## src/include/prbs_bist_pkg.sv

```systemverilog
package prbs_bist_pkg;

	// generator / checker shift register
	localparam int LFSR_W = 8;
	localparam logic [7:0] LFSR_PRELOAD = 8'hff;

	// fixed payload length of one test frame, in bits
	localparam int TEST_PAYLOAD_LENGTH = 192;

	// counter widths
	localparam int FRAME_W = 16;
	localparam int TALLY_W = 16;
	localparam int SEL_W = 4;

	// allowed error totals and matching minimum frame counts
	localparam int TABLE_N = 13;
	localparam logic [15:0] ALLOWED_ERRS [TABLE_N] = '{
		16'h0000, 16'h0001, 16'h0002, 16'h0003, 16'h0004, 16'h0005,
		16'h0006, 16'h0007, 16'h0008, 16'h000a, 16'h000f, 16'h0014,
		16'h001e};
	localparam logic [15:0] MIN_TEST_FRAME_COUNT [TABLE_N] = '{
		16'h1196, 16'h1953, 16'h2011, 16'h2652, 16'h2c45, 16'h3202,
		16'h3796, 16'h3d09, 16'h4263, 16'h4cd9, 16'h6605, 16'h7e48,
		16'had31};
	localparam logic [15:0] FRAMES_NONE = 16'hffff;

	// one step of x^8 + x^6 + x^5 + x^4 + 1, output is bit 7
	function automatic logic [7:0] lfsr_step(input logic [7:0] s);
		return {s[6:0], s[7] ^ s[5] ^ s[4] ^ s[3]};
	endfunction

	// least frame count that covers an error tally, all ones if none
	function automatic logic [15:0] frames_for(input logic [15:0] tally);
		logic [15:0] res;
		res = FRAMES_NONE;
		for (int i = TABLE_N - 1; i >= 0; i--) begin
			if (tally <= ALLOWED_ERRS[i]) begin
				res = MIN_TEST_FRAME_COUNT[i];
			end
		end
		return res;
	endfunction

endpackage

```

## src/include/prbs_link_if.sv

```systemverilog
`timescale 1ns/10ps
`default_nettype none

interface prbs_link_if;
	logic test_req;   // tester asks to enter test mode, pulse
	logic uut_req;    // unit asks to enter test mode, pulse
	logic hard_reset; // hard-reset signalling, pulse
	logic bit_valid;  // payload bit offered
	logic bit_data;   // payload bit value
	logic bit_sof;    // first bit of a test frame
	logic bit_ready;  // unit can take a bit

	modport tester_mp (
		output test_req, hard_reset, bit_valid, bit_data, bit_sof,
		input uut_req, bit_ready
	);
	modport uut_mp (
		input test_req, hard_reset, bit_valid, bit_data, bit_sof,
		output uut_req, bit_ready
	);
endinterface // prbs_link_if

`default_nettype wire

```

## src/core/prbs_uut.sv

```systemverilog
// Notes on behaviour
// - pattern polynomial x8+x6+x5+x4+1, eight stages
// - all eight stages preloaded with ones
// - preload when test request sent or received
// - frames end by fixed length, first bit flagged on bit_sof
// - pass needs table frame count for the tally, no framing error
// - generator state continues across frame boundaries
// - every frame carries same payload length
// - in test mode only hard reset counts
// - tester ends run with hard reset
// - more errors need more frames, per table
// - unit keeps running tally of bit errors
// - tally compared against allowed error totals
// - enough bits sent as minimum frame count
`timescale 1ns/10ps
`default_nettype none

module prbs_uut
	import prbs_bist_pkg::*;
#(
	parameter int PAYLOAD_BITS = TEST_PAYLOAD_LENGTH,
	parameter int BUF_W = 2,
	parameter int BUF_DEPTH = 2
) (
	input wire logic REF_CLK_I,
	input wire logic RST_I,
	prbs_link_if.uut_mp link,
	input wire logic TEST_REQ_I,
	input wire logic CHK_STALL_I,
	output logic TEST_MODE_O,
	output logic [TALLY_W-1:0] ERR_TALLY_O,
	output logic [FRAME_W-1:0] FRAMES_O,
	output logic FRAME_ERR_O,
	output logic PASS_O,
	output logic DONE_O
);

	localparam int PTR_W = (BUF_DEPTH > 1) ? $clog2(BUF_DEPTH) : 1;
	localparam int CNT_W = $clog2(BUF_DEPTH + 1);

	typedef enum logic {U_IDLE, U_TEST} ustate_t;

	ustate_t state_reg, state_next;
	logic enter;
	logic leave;
	logic req_reg, req_next;
	logic mode_reg, mode_next;

	// buffer state
	logic [BUF_W-1:0] buf_reg [BUF_DEPTH];
	logic [BUF_W-1:0] buf_next [BUF_DEPTH];
	logic [PTR_W-1:0] wr_reg, wr_next;
	logic [PTR_W-1:0] rd_reg, rd_next;
	logic [CNT_W-1:0] cnt_reg, cnt_next;
	logic ready_reg, ready_next;
	logic push;
	logic pop;
	logic pop_bit;
	logic pop_sof;

	// checker state
	logic [7:0] lfsr_reg, lfsr_next;
	logic [15:0] pos_reg, pos_next;
	logic [TALLY_W-1:0] tally_reg, tally_next;
	logic [FRAME_W-1:0] frames_reg, frames_next;
	logic ferr_reg, ferr_next;
	logic pass_reg, pass_next;
	logic done_reg, done_next;

	////////////////////////////////////////////////////////////////
	// mode control
	// entry on own request or the tester's
	assign enter = (state_reg == U_IDLE) && (TEST_REQ_I || link.test_req);
	// only hard reset leaves test mode
	assign leave = (state_reg == U_TEST) && link.hard_reset;

	// mode next state
	always_comb begin
		state_next = state_reg;
		req_next = 1'b0;
		unique case (state_reg)
			U_IDLE: begin
				if (enter) begin
					state_next = U_TEST;
					req_next = TEST_REQ_I && !link.test_req;
				end
			end
			U_TEST: begin
				if (leave) begin
					state_next = U_IDLE;
				end
			end
		endcase
		mode_next = (state_next == U_TEST);
	end

	// mode registers
	always_ff @(posedge REF_CLK_I) begin
		if (RST_I) begin
			state_reg <= U_IDLE;
			req_reg <= 1'b0;
			mode_reg <= 1'b0;
		end else begin
			state_reg <= state_next;
			req_reg <= req_next;
			mode_reg <= mode_next;
		end
	end

	////////////////////////////////////////////////////////////////
	// two-entry receive buffer, link side fills, checker drains
	assign push = link.bit_valid && ready_reg && (state_reg == U_TEST);
	assign pop = (cnt_reg != '0) && !CHK_STALL_I &&
		(state_reg == U_TEST) && !leave;
	assign pop_bit = buf_reg[rd_reg][0];
	assign pop_sof = buf_reg[rd_reg][1];

	// buffer next state
	always_comb begin
		buf_next = buf_reg;
		wr_next = wr_reg;
		rd_next = rd_reg;
		cnt_next = cnt_reg;
		if (enter || leave) begin
			// flushed at both ends of a run
			wr_next = '0;
			rd_next = '0;
			cnt_next = '0;
		end else begin
			if (push) begin
				buf_next[wr_reg] = BUF_W'({link.bit_sof, link.bit_data});
				wr_next = (wr_reg == PTR_W'(BUF_DEPTH - 1)) ? '0 :
					wr_reg + 1'b1;
			end
			if (pop) begin
				rd_next = (rd_reg == PTR_W'(BUF_DEPTH - 1)) ? '0 :
					rd_reg + 1'b1;
			end
			if (push && !pop) begin
				cnt_next = cnt_reg + 1'b1;
			end else if (pop && !push) begin
				cnt_next = cnt_reg - 1'b1;
			end
		end
		ready_next = (cnt_next < CNT_W'(BUF_DEPTH)) &&
			(state_next == U_TEST);
	end

	// buffer registers
	always_ff @(posedge REF_CLK_I) begin
		if (RST_I) begin
			for (int i = 0; i < BUF_DEPTH; i++) begin
				buf_reg[i] <= '0;
			end
			wr_reg <= '0;
			rd_reg <= '0;
			cnt_reg <= '0;
			ready_reg <= 1'b0;
		end else begin
			buf_reg <= buf_next;
			wr_reg <= wr_next;
			rd_reg <= rd_next;
			cnt_reg <= cnt_next;
			ready_reg <= ready_next;
		end
	end

	////////////////////////////////////////////////////////////////
	// pattern checker and error tally
	always_comb begin
		lfsr_next = lfsr_reg;
		pos_next = pos_reg;
		tally_next = tally_reg;
		frames_next = frames_reg;
		ferr_next = ferr_reg;
		pass_next = pass_reg;
		done_next = 1'b0;
		if (enter) begin
			lfsr_next = LFSR_PRELOAD;
			tally_next = '0;
			pos_next = 16'h0000;
			frames_next = '0;
			ferr_next = 1'b0;
			pass_next = 1'b0;
		end else if (pop) begin
			lfsr_next = lfsr_step(lfsr_reg);
			if (pop_bit != lfsr_reg[7] && tally_reg != '1) begin
				tally_next = tally_reg + 1'b1;
			end
			// frame marker must agree with length count
			if (pop_sof != (pos_reg == 16'h0000)) begin
				ferr_next = 1'b1;
			end
			if (pos_reg == 16'(PAYLOAD_BITS - 1)) begin
				pos_next = 16'h0000;
				if (frames_reg != '1) begin
					frames_next = frames_reg + 1'b1;
				end
			end else begin
				pos_next = pos_reg + 16'h0001;
			end
		end
		if (leave) begin
			pass_next = !ferr_reg &&
				(frames_for(16'(tally_reg)) != FRAMES_NONE) &&
				(16'(frames_reg) >= frames_for(16'(tally_reg)));
			done_next = 1'b1;
		end
	end

	// checker registers
	always_ff @(posedge REF_CLK_I) begin
		if (RST_I) begin
			lfsr_reg <= LFSR_PRELOAD;
			pos_reg <= 16'h0000;
			tally_reg <= '0;
			frames_reg <= '0;
			ferr_reg <= 1'b0;
			pass_reg <= 1'b0;
			done_reg <= 1'b0;
		end else begin
			lfsr_reg <= lfsr_next;
			pos_reg <= pos_next;
			tally_reg <= tally_next;
			frames_reg <= frames_next;
			ferr_reg <= ferr_next;
			pass_reg <= pass_next;
			done_reg <= done_next;
		end
	end

	////////////////////////////////////////////////////////////////
	// outputs, all from registers
	assign link.uut_req = req_reg;
	assign link.bit_ready = ready_reg;
	assign TEST_MODE_O = mode_reg;
	assign ERR_TALLY_O = tally_reg;
	assign FRAMES_O = frames_reg;
	assign FRAME_ERR_O = ferr_reg;
	assign PASS_O = pass_reg;
	assign DONE_O = done_reg;

endmodule // prbs_uut

`default_nettype wire

```

## src/flat_wrapper.sv

```systemverilog
// flat-port wrapper written by rule: the top's interface ports become plain ports
module prbs_uut_flat import prbs_bist_pkg::*;
#(
	parameter int PAYLOAD_BITS = TEST_PAYLOAD_LENGTH,
	parameter int BUF_W = 2,
	parameter int BUF_DEPTH = 2
)
  (REF_CLK_I, RST_I, TEST_REQ_I, CHK_STALL_I, TEST_MODE_O, ERR_TALLY_O, FRAMES_O, FRAME_ERR_O, PASS_O, DONE_O, link_test_req, link_hard_reset, link_bit_valid, link_bit_data, link_bit_sof, link_uut_req, link_bit_ready);
  prbs_link_if link_i ();
  input wire logic REF_CLK_I;
  input wire logic RST_I;
  input wire logic TEST_REQ_I;
  input wire logic CHK_STALL_I;
  output logic TEST_MODE_O;
  output logic [TALLY_W-1:0] ERR_TALLY_O;
  output logic [FRAME_W-1:0] FRAMES_O;
  output logic FRAME_ERR_O;
  output logic PASS_O;
  output logic DONE_O;
  input wire logic [$bits(link_i.test_req)-1:0] link_test_req;
  input wire logic [$bits(link_i.hard_reset)-1:0] link_hard_reset;
  input wire logic [$bits(link_i.bit_valid)-1:0] link_bit_valid;
  input wire logic [$bits(link_i.bit_data)-1:0] link_bit_data;
  input wire logic [$bits(link_i.bit_sof)-1:0] link_bit_sof;
  output wire logic [$bits(link_i.uut_req)-1:0] link_uut_req;
  output wire logic [$bits(link_i.bit_ready)-1:0] link_bit_ready;
  assign link_i.test_req = link_test_req;
  assign link_i.hard_reset = link_hard_reset;
  assign link_i.bit_valid = link_bit_valid;
  assign link_i.bit_data = link_bit_data;
  assign link_i.bit_sof = link_bit_sof;
  assign link_uut_req = link_i.uut_req;
  assign link_bit_ready = link_i.bit_ready;
  prbs_uut #(.PAYLOAD_BITS(PAYLOAD_BITS), .BUF_W(BUF_W), .BUF_DEPTH(BUF_DEPTH)) u_core (.REF_CLK_I(REF_CLK_I), .RST_I(RST_I), .link(link_i), .TEST_REQ_I(TEST_REQ_I), .CHK_STALL_I(CHK_STALL_I), .TEST_MODE_O(TEST_MODE_O), .ERR_TALLY_O(ERR_TALLY_O), .FRAMES_O(FRAMES_O), .FRAME_ERR_O(FRAME_ERR_O), .PASS_O(PASS_O), .DONE_O(DONE_O));
endmodule
```

## config.mk

```make
export PLATFORM = sky130hd
export DESIGN_NAME = prbs_uut_flat
export DESIGN_NICKNAME = d
export VERILOG_FILES = /design/src/include/prbs_bist_pkg.sv /design/src/include/prbs_link_if.sv /design/src/core/prbs_uut.sv /design/src/flat_wrapper.sv
export SDC_FILE = /design/constraint.sdc
export NUM_CORES = 1
export LEC_CHECK = 0
export ABC_CLOCK_PERIOD_IN_PS = 2690
export BUFFER_PORTS_ARGS = -buffer_cell sky130_fd_sc_hd__buf_4
export CAP_MARGIN = 20
export CORE_AREA = 8 8 99 101
export DETAILED_ROUTE_END_ITERATION = 10
export DIE_AREA = 0 0 107 109
export PLACE_DENSITY = 0.74
export SLEW_MARGIN = 20
export SYNTH_ARGS = -nofsm -noshare
export SYNTH_HDL_FRONTEND = slang
export SYNTH_SLANG_ARGS = --single-unit
```

## constraint.sdc

```tcl
create_clock -name REF_CLK_I -period 2.69 [get_ports REF_CLK_I]
set_input_delay 0.269 -clock REF_CLK_I [delete_from_list [all_inputs] [get_ports REF_CLK_I]]
set_output_delay 0.269 -clock REF_CLK_I [all_outputs]
set_load 0.01 [all_outputs]
```

After elaboration in Yosys (flattened, before gate mapping)
Index checks and enable logic that the tools add are counted.
{"block": "word_totals", "reg_bits": 70, "output_inout_bits": 38, "wordCells": 119}
{"block": "classes", "addsub": 7, "magnitude_cmp": 18, "eq_ne": 6, "muxes": 32, "bitwise": 8, "reduce_logical": 33}
{"cell": "16-bit 2-to-1 mux", "n": 14}
{"cell": "16-bit by 3-bit less-or-equal comparator with 1-bit output (second input constant)", "n": 4}
{"cell": "16-bit by 1-bit adder with 16-bit output (second input constant)", "n": 3}
{"cell": "16-bit by 4-bit less-or-equal comparator with 1-bit output (second input constant)", "n": 3}
{"cell": "16-bit != test (second input constant)", "n": 3}
{"cell": "16-bit by 1-bit less-or-equal comparator with 1-bit output (second input constant)", "n": 2}
{"cell": "16-bit by 2-bit less-or-equal comparator with 1-bit output (second input constant)", "n": 2}
{"cell": "16-bit by 5-bit less-or-equal comparator with 1-bit output (second input constant)", "n": 2}
{"cell": "16-bit by 8-bit == test with 1-bit output (second input constant)", "n": 1}
{"cell": "16-bit >= comparator", "n": 1}
{"cell": "16-bit zero test", "n": 1}
{"cell": "1-bit logical AND", "n": 15}
{"cell": "15-bit 2-to-1 mux", "n": 1}
{"cell": "2-bit 2-to-1 mux", "n": 7}
{"cell": "1-bit 2-to-1 mux", "n": 7}
{"cell": "1-bit zero test", "n": 6}
{"cell": "2-bit AND reduction", "n": 3}
{"cell": "4-bit bitwise mux", "n": 1}
{"cell": "2-bit >= comparator (second input constant)", "n": 2}
{"cell": "1-bit inverter with 2-bit output", "n": 2}
{"cell": "2-bit nonzero test", "n": 2}
{"cell": "2-bit OR reduction", "n": 2}
{"cell": "1-bit inverter", "n": 3}
{"cell": "3-bit AND reduction", "n": 1}
{"cell": "other kinds (11)", "n": 16}

Depth between registers and ports, before layout
{"block": "depth", "depth_word": 19, "ltp_mapped": 13, "depth_no_buf": 13}

Least setup slack after synthesis
No wires, ideal clock.
{"block": "synth_timing", "path_type": "reg-to-reg", "start": "register u_core.tally_reg[1], in the netlist u_core.ERR_TALLY_O[1]", "end": "register u_core.pass_reg, in the netlist u_core.PASS_O", "setup_ns": 0.123, "t_arrival_ns": 2.661, "required_time_ns": 2.567, "path_slack_ns": -0.094, "stages_incl_launch_ff": 12, "path_cell_list": "dfxtp_1 -> inv_1 -> ha_1 -> nor3_1 -> nand3_1 -> a211oi_1 -> o32ai_1 -> ha_1 -> a2111oi_0 -> a2111oi_0 -> o21ai_0 -> a2bb2oi_1"}
{"block": "synth_via", "elab_chain_len": 19, "elab_cells_between_ends": 32, "classes_between": "order compare (14); eq/ne (1); mux (15); reduce/logical (2)"}
{"element": "from (decl)", "line_no": "prbs_uut.sv:64", "rtl": "logic [TALLY_W-1:0] tally_reg, tally_next;"}
{"element": "from (signal assigned)", "line_no": "prbs_uut.sv:224", "rtl": "tally_reg <= tally_next;"}
{"element": "16-bit by 5-bit less-or-equal comparator with 1-bit output", "line_no": "prbs_bist_pkg.sv:37", "rtl": "if (tally <= ALLOWED_ERRS[i]) begin"}
{"element": "15-bit 2-to-1 mux", "line_no": "prbs_bist_pkg.sv:37"}
{"element": "16-bit 2-to-1 mux (11 in a row)", "line_no": "prbs_bist_pkg.sv:37"}
{"element": "16-bit 2-to-1 mux (*)", "line_no": "prbs_bist_pkg.sv:37"}
{"element": "16-bit 2-to-1 mux (*)", "line_no": "prbs_uut.sv:203", "rtl": "if (leave) begin"}
{"element": "branches (longest 2 deep; another with 16-bit >= comparator)"}
{"element": "1-bit logical AND (*)", "line_no": "prbs_uut.sv:205", "rtl": "(frames_for(16'(tally_reg)) != FRAMES_NONE) &&"}
{"element": "1-bit 2-to-1 mux (*)", "line_no": "prbs_uut.sv:203"}
{"element": "to (signal assigned)", "line_no": "prbs_uut.sv:227", "rtl": "pass_reg <= pass_next;"}
{"element": "to (decl)", "line_no": "prbs_uut.sv:67", "rtl": "logic pass_reg, pass_next;"}
Mark *: on every way between the ends. The select of a mux whose other input is x is not followed.
A chain may end at the register's enable or synchronous reset.

Worst setup path after layout
{"block": "layout_timing", "start": "register u_core.tally_reg[5], in the netlist u_core.ERR_TALLY_O[5]", "end": "register u_core.pass_reg, in the netlist u_core.PASS_O"}
The elaborated chain is that of the path after synthesis.

==> impl_metrics.tcl <==
set metrics [dict create \
    track_usage_pct 19.4 \
    instances_no_fill 717 \
    avgViaCountPerCell 6.02 \
    cpLargestDelayFamily "compound AO/OA/AOI/OAI gates" \
    hold_viol 0 \
    synthXorXnorAreaFrac_pct 5.62 \
    overflow 0 \
    grt_max_degree 23 \
    synth_top_family_by_area "simple AND/OR/NAND/NOR gates" \
    final_max_slew_viol_count 0 \
    syn_to_final_growth_pct 24.6 \
    cp_max_fo 4 \
    end_kind "register" \
    numCtsBuffers 9 \
    rsz0062_at_grt "yes" \
    critPathBufInv 2 \
    yosys.cell_types.count 62 \
    synthFlopType "dfxtp_1" \
    fmax_mhz 388 \
    finalWeightedCongestion 0.857 \
    avgSynthCellArea_sq_um 7.95 \
    power_density_nw_per_um2 396 \
    worst-endpoint-required_ps 2970 \
    yosys.area_share.simple_pct 28.8 \
    worst-r2r-cell-count 11 \
    min_path_type "in2reg" \
    slowest_delay_ps 350 \
    final_nets 640 \
    clock_latency_ps 350 \
    wirelength_mm 11.2 \
    grt_pass1_wl_mm 18.7 \
    drt-pass1-iter-count 4 \
    ys_seq_area_share_pct 33.3 \
    synthMuxAreaShare_pct 1.67 \
    antenna_cells 0 \
    post-route-min-period_ps 2570 \
    die_w_microns 107 \
    yosys_warnings 0 \
    cts.sinks 70 \
    tritoncts "done" \
    antenna_found_initial 0 \
    cp.depth 11 \
    synth_compound_area_share_pct 17.9 \
    syn_area_sq_um 4210 \
    dp_cells 701 \
    drive_gt1_share_pct 22.3 \
    placed_cell_area_sq_um 4910 \
    ant_nets 0 \
    cp_data_arrival_time_ps 2850 \
    cp_cell_sequence "nor4_2 > nand3_1 > buf_4 > a21o_1 > inv_1 > o21bai_1 > ha_1 > nand4_1 > a2111oi_2 > o21ai_1 > a2bb2oi_1" \
    synth_nets 565 \
    clock_skew_ps 10.5 \
    finalSetupViolCount 0 \
    slew_headroom_pct 66.1 \
    worst_pin_slew_ps 507 \
    routedWlPerCell_microns 15.6 \
    worstSetupPathType "reg2reg" \
    layout.filler_cells 724 \
    clk_pin_slew_worst_paths_ps 80 \
    synthArstFlopShare_pct 0 \
    critical_path.slowest_cell "a2111oi_2" \
    ios 47 \
    numPortBuffers 46 \
    dpl.hpwl_mm 8.20 \
    clk_path_buf_depth 2 \
    initial_utilization_pct 50.2 \
    final_common_cell "buf_4" \
    fin_area_sq_um 5240 \
    synth_edf_count 0 \
    coreArea_sq_um 8380 \
    worstSetupStartpointType "register" \
    outcome "complete, no violations" \
    power.leakage_nw 2.05 \
    die_h_microns 109 \
    syn_inst 529 \
    cts_root_buffer "clkbuf_8" \
    holdPathStages 2 \
    htreeDepth 3 \
    ir_worst_vdd_uv 328 \
    synth_seq_cells 70 \
    num_vias 4316 \
    layout_common_cells "buf_4 (87), dfxtp_1 (68), nand2_1 (56)" \
    synthAdderAreaFrac_pct 8.27 \
    grt_pass1_vias 4047 \
    drtIter0Drc 277 \
    drc 0 \
    dieArea_sq_um 11700 \
    core.rowCount 34 \
    maxCapViolations 0 \
    min_period_over_period_pct 95.7 \
]
[cells by family after synthesis]
logic type                 count (synthesis)
xor gates and xnor gates                  27
muxes                                      7
and+or+nand+nor                          234
buffers and inverters                     47
DFF                                       70
adders and majority gates                 28
AOI/OAI and AO/OA                        116
[worst register-to-register path: stages (launching register included)]
cell       delay, ps
dfxtp_1          330
nor4_2           340
nand3_1          190
buf_4            190
a21o_1           180
inv_1            100
o21bai_1          90
ha_1             290
nand4_1          170
a2111oi_2        350
o21ai_1          110
a2bb2oi_1        150
[where the power goes]
| part | internal (mW) | switching (mW) | leakage, nW | total, mW |
|---|---|---|---|---|
| logic | 0.0293 | 0.0482 | 1.38 | 0.0775 |
| registers | 1.04 | 0.00278 | 0.566 | 1.04 |
| clock network | 0.525 | 0.432 | 0.106 | 0.957 |
[final timing paths]
check                             start                   to  slack (ps)
hold reg to reg      u_core.lfsr_reg[6]   u_core.lfsr_reg[6]         480
setup reg to reg  u_core.ERR_TALLY_O[5]        u_core.PASS_O         120
hold / removal            link_test_req  u_core.link.uut_req          90
setup / recovery  u_core.ERR_TALLY_O[5]        u_core.PASS_O         120
[area by class of cell]
| class | instances | area (sq um) | share of cell area [%] |
|---|---|---|---|
| Clock buffer | 9 | 124 | 2.36 |
| Clock inverter | 7 | 97.6 | 1.86 |
| Inverter | 24 | 95.1 | 1.81 |
| Multi-Input combinational cell | 412 | 2730 | 52.1 |
| Sequential cell | 70 | 1400 | 26.8 |
| Tap cell | 108 | 135 | 2.58 |
| Timing Repair Buffer | 87 | 653 | 12.5 |
[what timing repair did]
item	CTS	global route
setup buffers	0	0
resized for setup	3	23
hold buffers	0	0
pin swaps	0	6
setup endpoints to repair	1	6
[layer usage]
metal | up-vias | global-route usage, % | share of wire, %
met5 | - | 0 | 0
met4 | 0 | 6.73 | 1.6
met3 | 22 | 3.78 | 5.6
met2 | 135 | 33.1 | 48
met1 | 2057 | 23.9 | 45
li1 | 2102 | - | -
[cells in the mapped netlist (3+ instances only)]
cell	n	area share, %
a211oi_1	4	0.71
a21o_1	4	0.71
a21oi_1	40	4.8
and3_1	7	1.0
and4_1	7	1.5
clkbuf_1	19	1.7
dfxtp_1	70	33
ha_1	27	8.0
inv_1	21	1.9
mux2i_1	7	1.7
nand2_1	56	5.0
nand3_1	26	3.1
nand4_1	24	3.6
nor2_1	50	4.5
nor3_1	16	1.9
nor4_1	8	1.2
nor4b_1	4	0.83
o211ai_1	4	0.71
o21a_1	4	0.71
o21ai_0	21	2.5
o21bai_1	3	0.54
o311ai_0	3	0.62
o31ai_1	9	1.6
o41ai_1	4	0.83
or2_2	5	0.74
or3_1	10	1.5
or4_1	8	1.4
xnor2_1	20	4.2
xor2_1	7	1.5
[through the flow]
step	utilization, %	power [mW]	TNS [ps]	hold WS (ps)	worst slack, ps
after global routing	62.6	2.15	-14.9	90.8	-14.9
after floorplan	-	1.11	0	348	9.10
after detailed placement	58.6	1.14	-39.5	456	-39.5
final	62.6	2.08	0	91.4	115
after global placement	58.6	1.14	0	451	37.1
after CTS	61.5	2.08	0	85.3	44.0
Note: power is estimated with default switching activity, not from simulation.
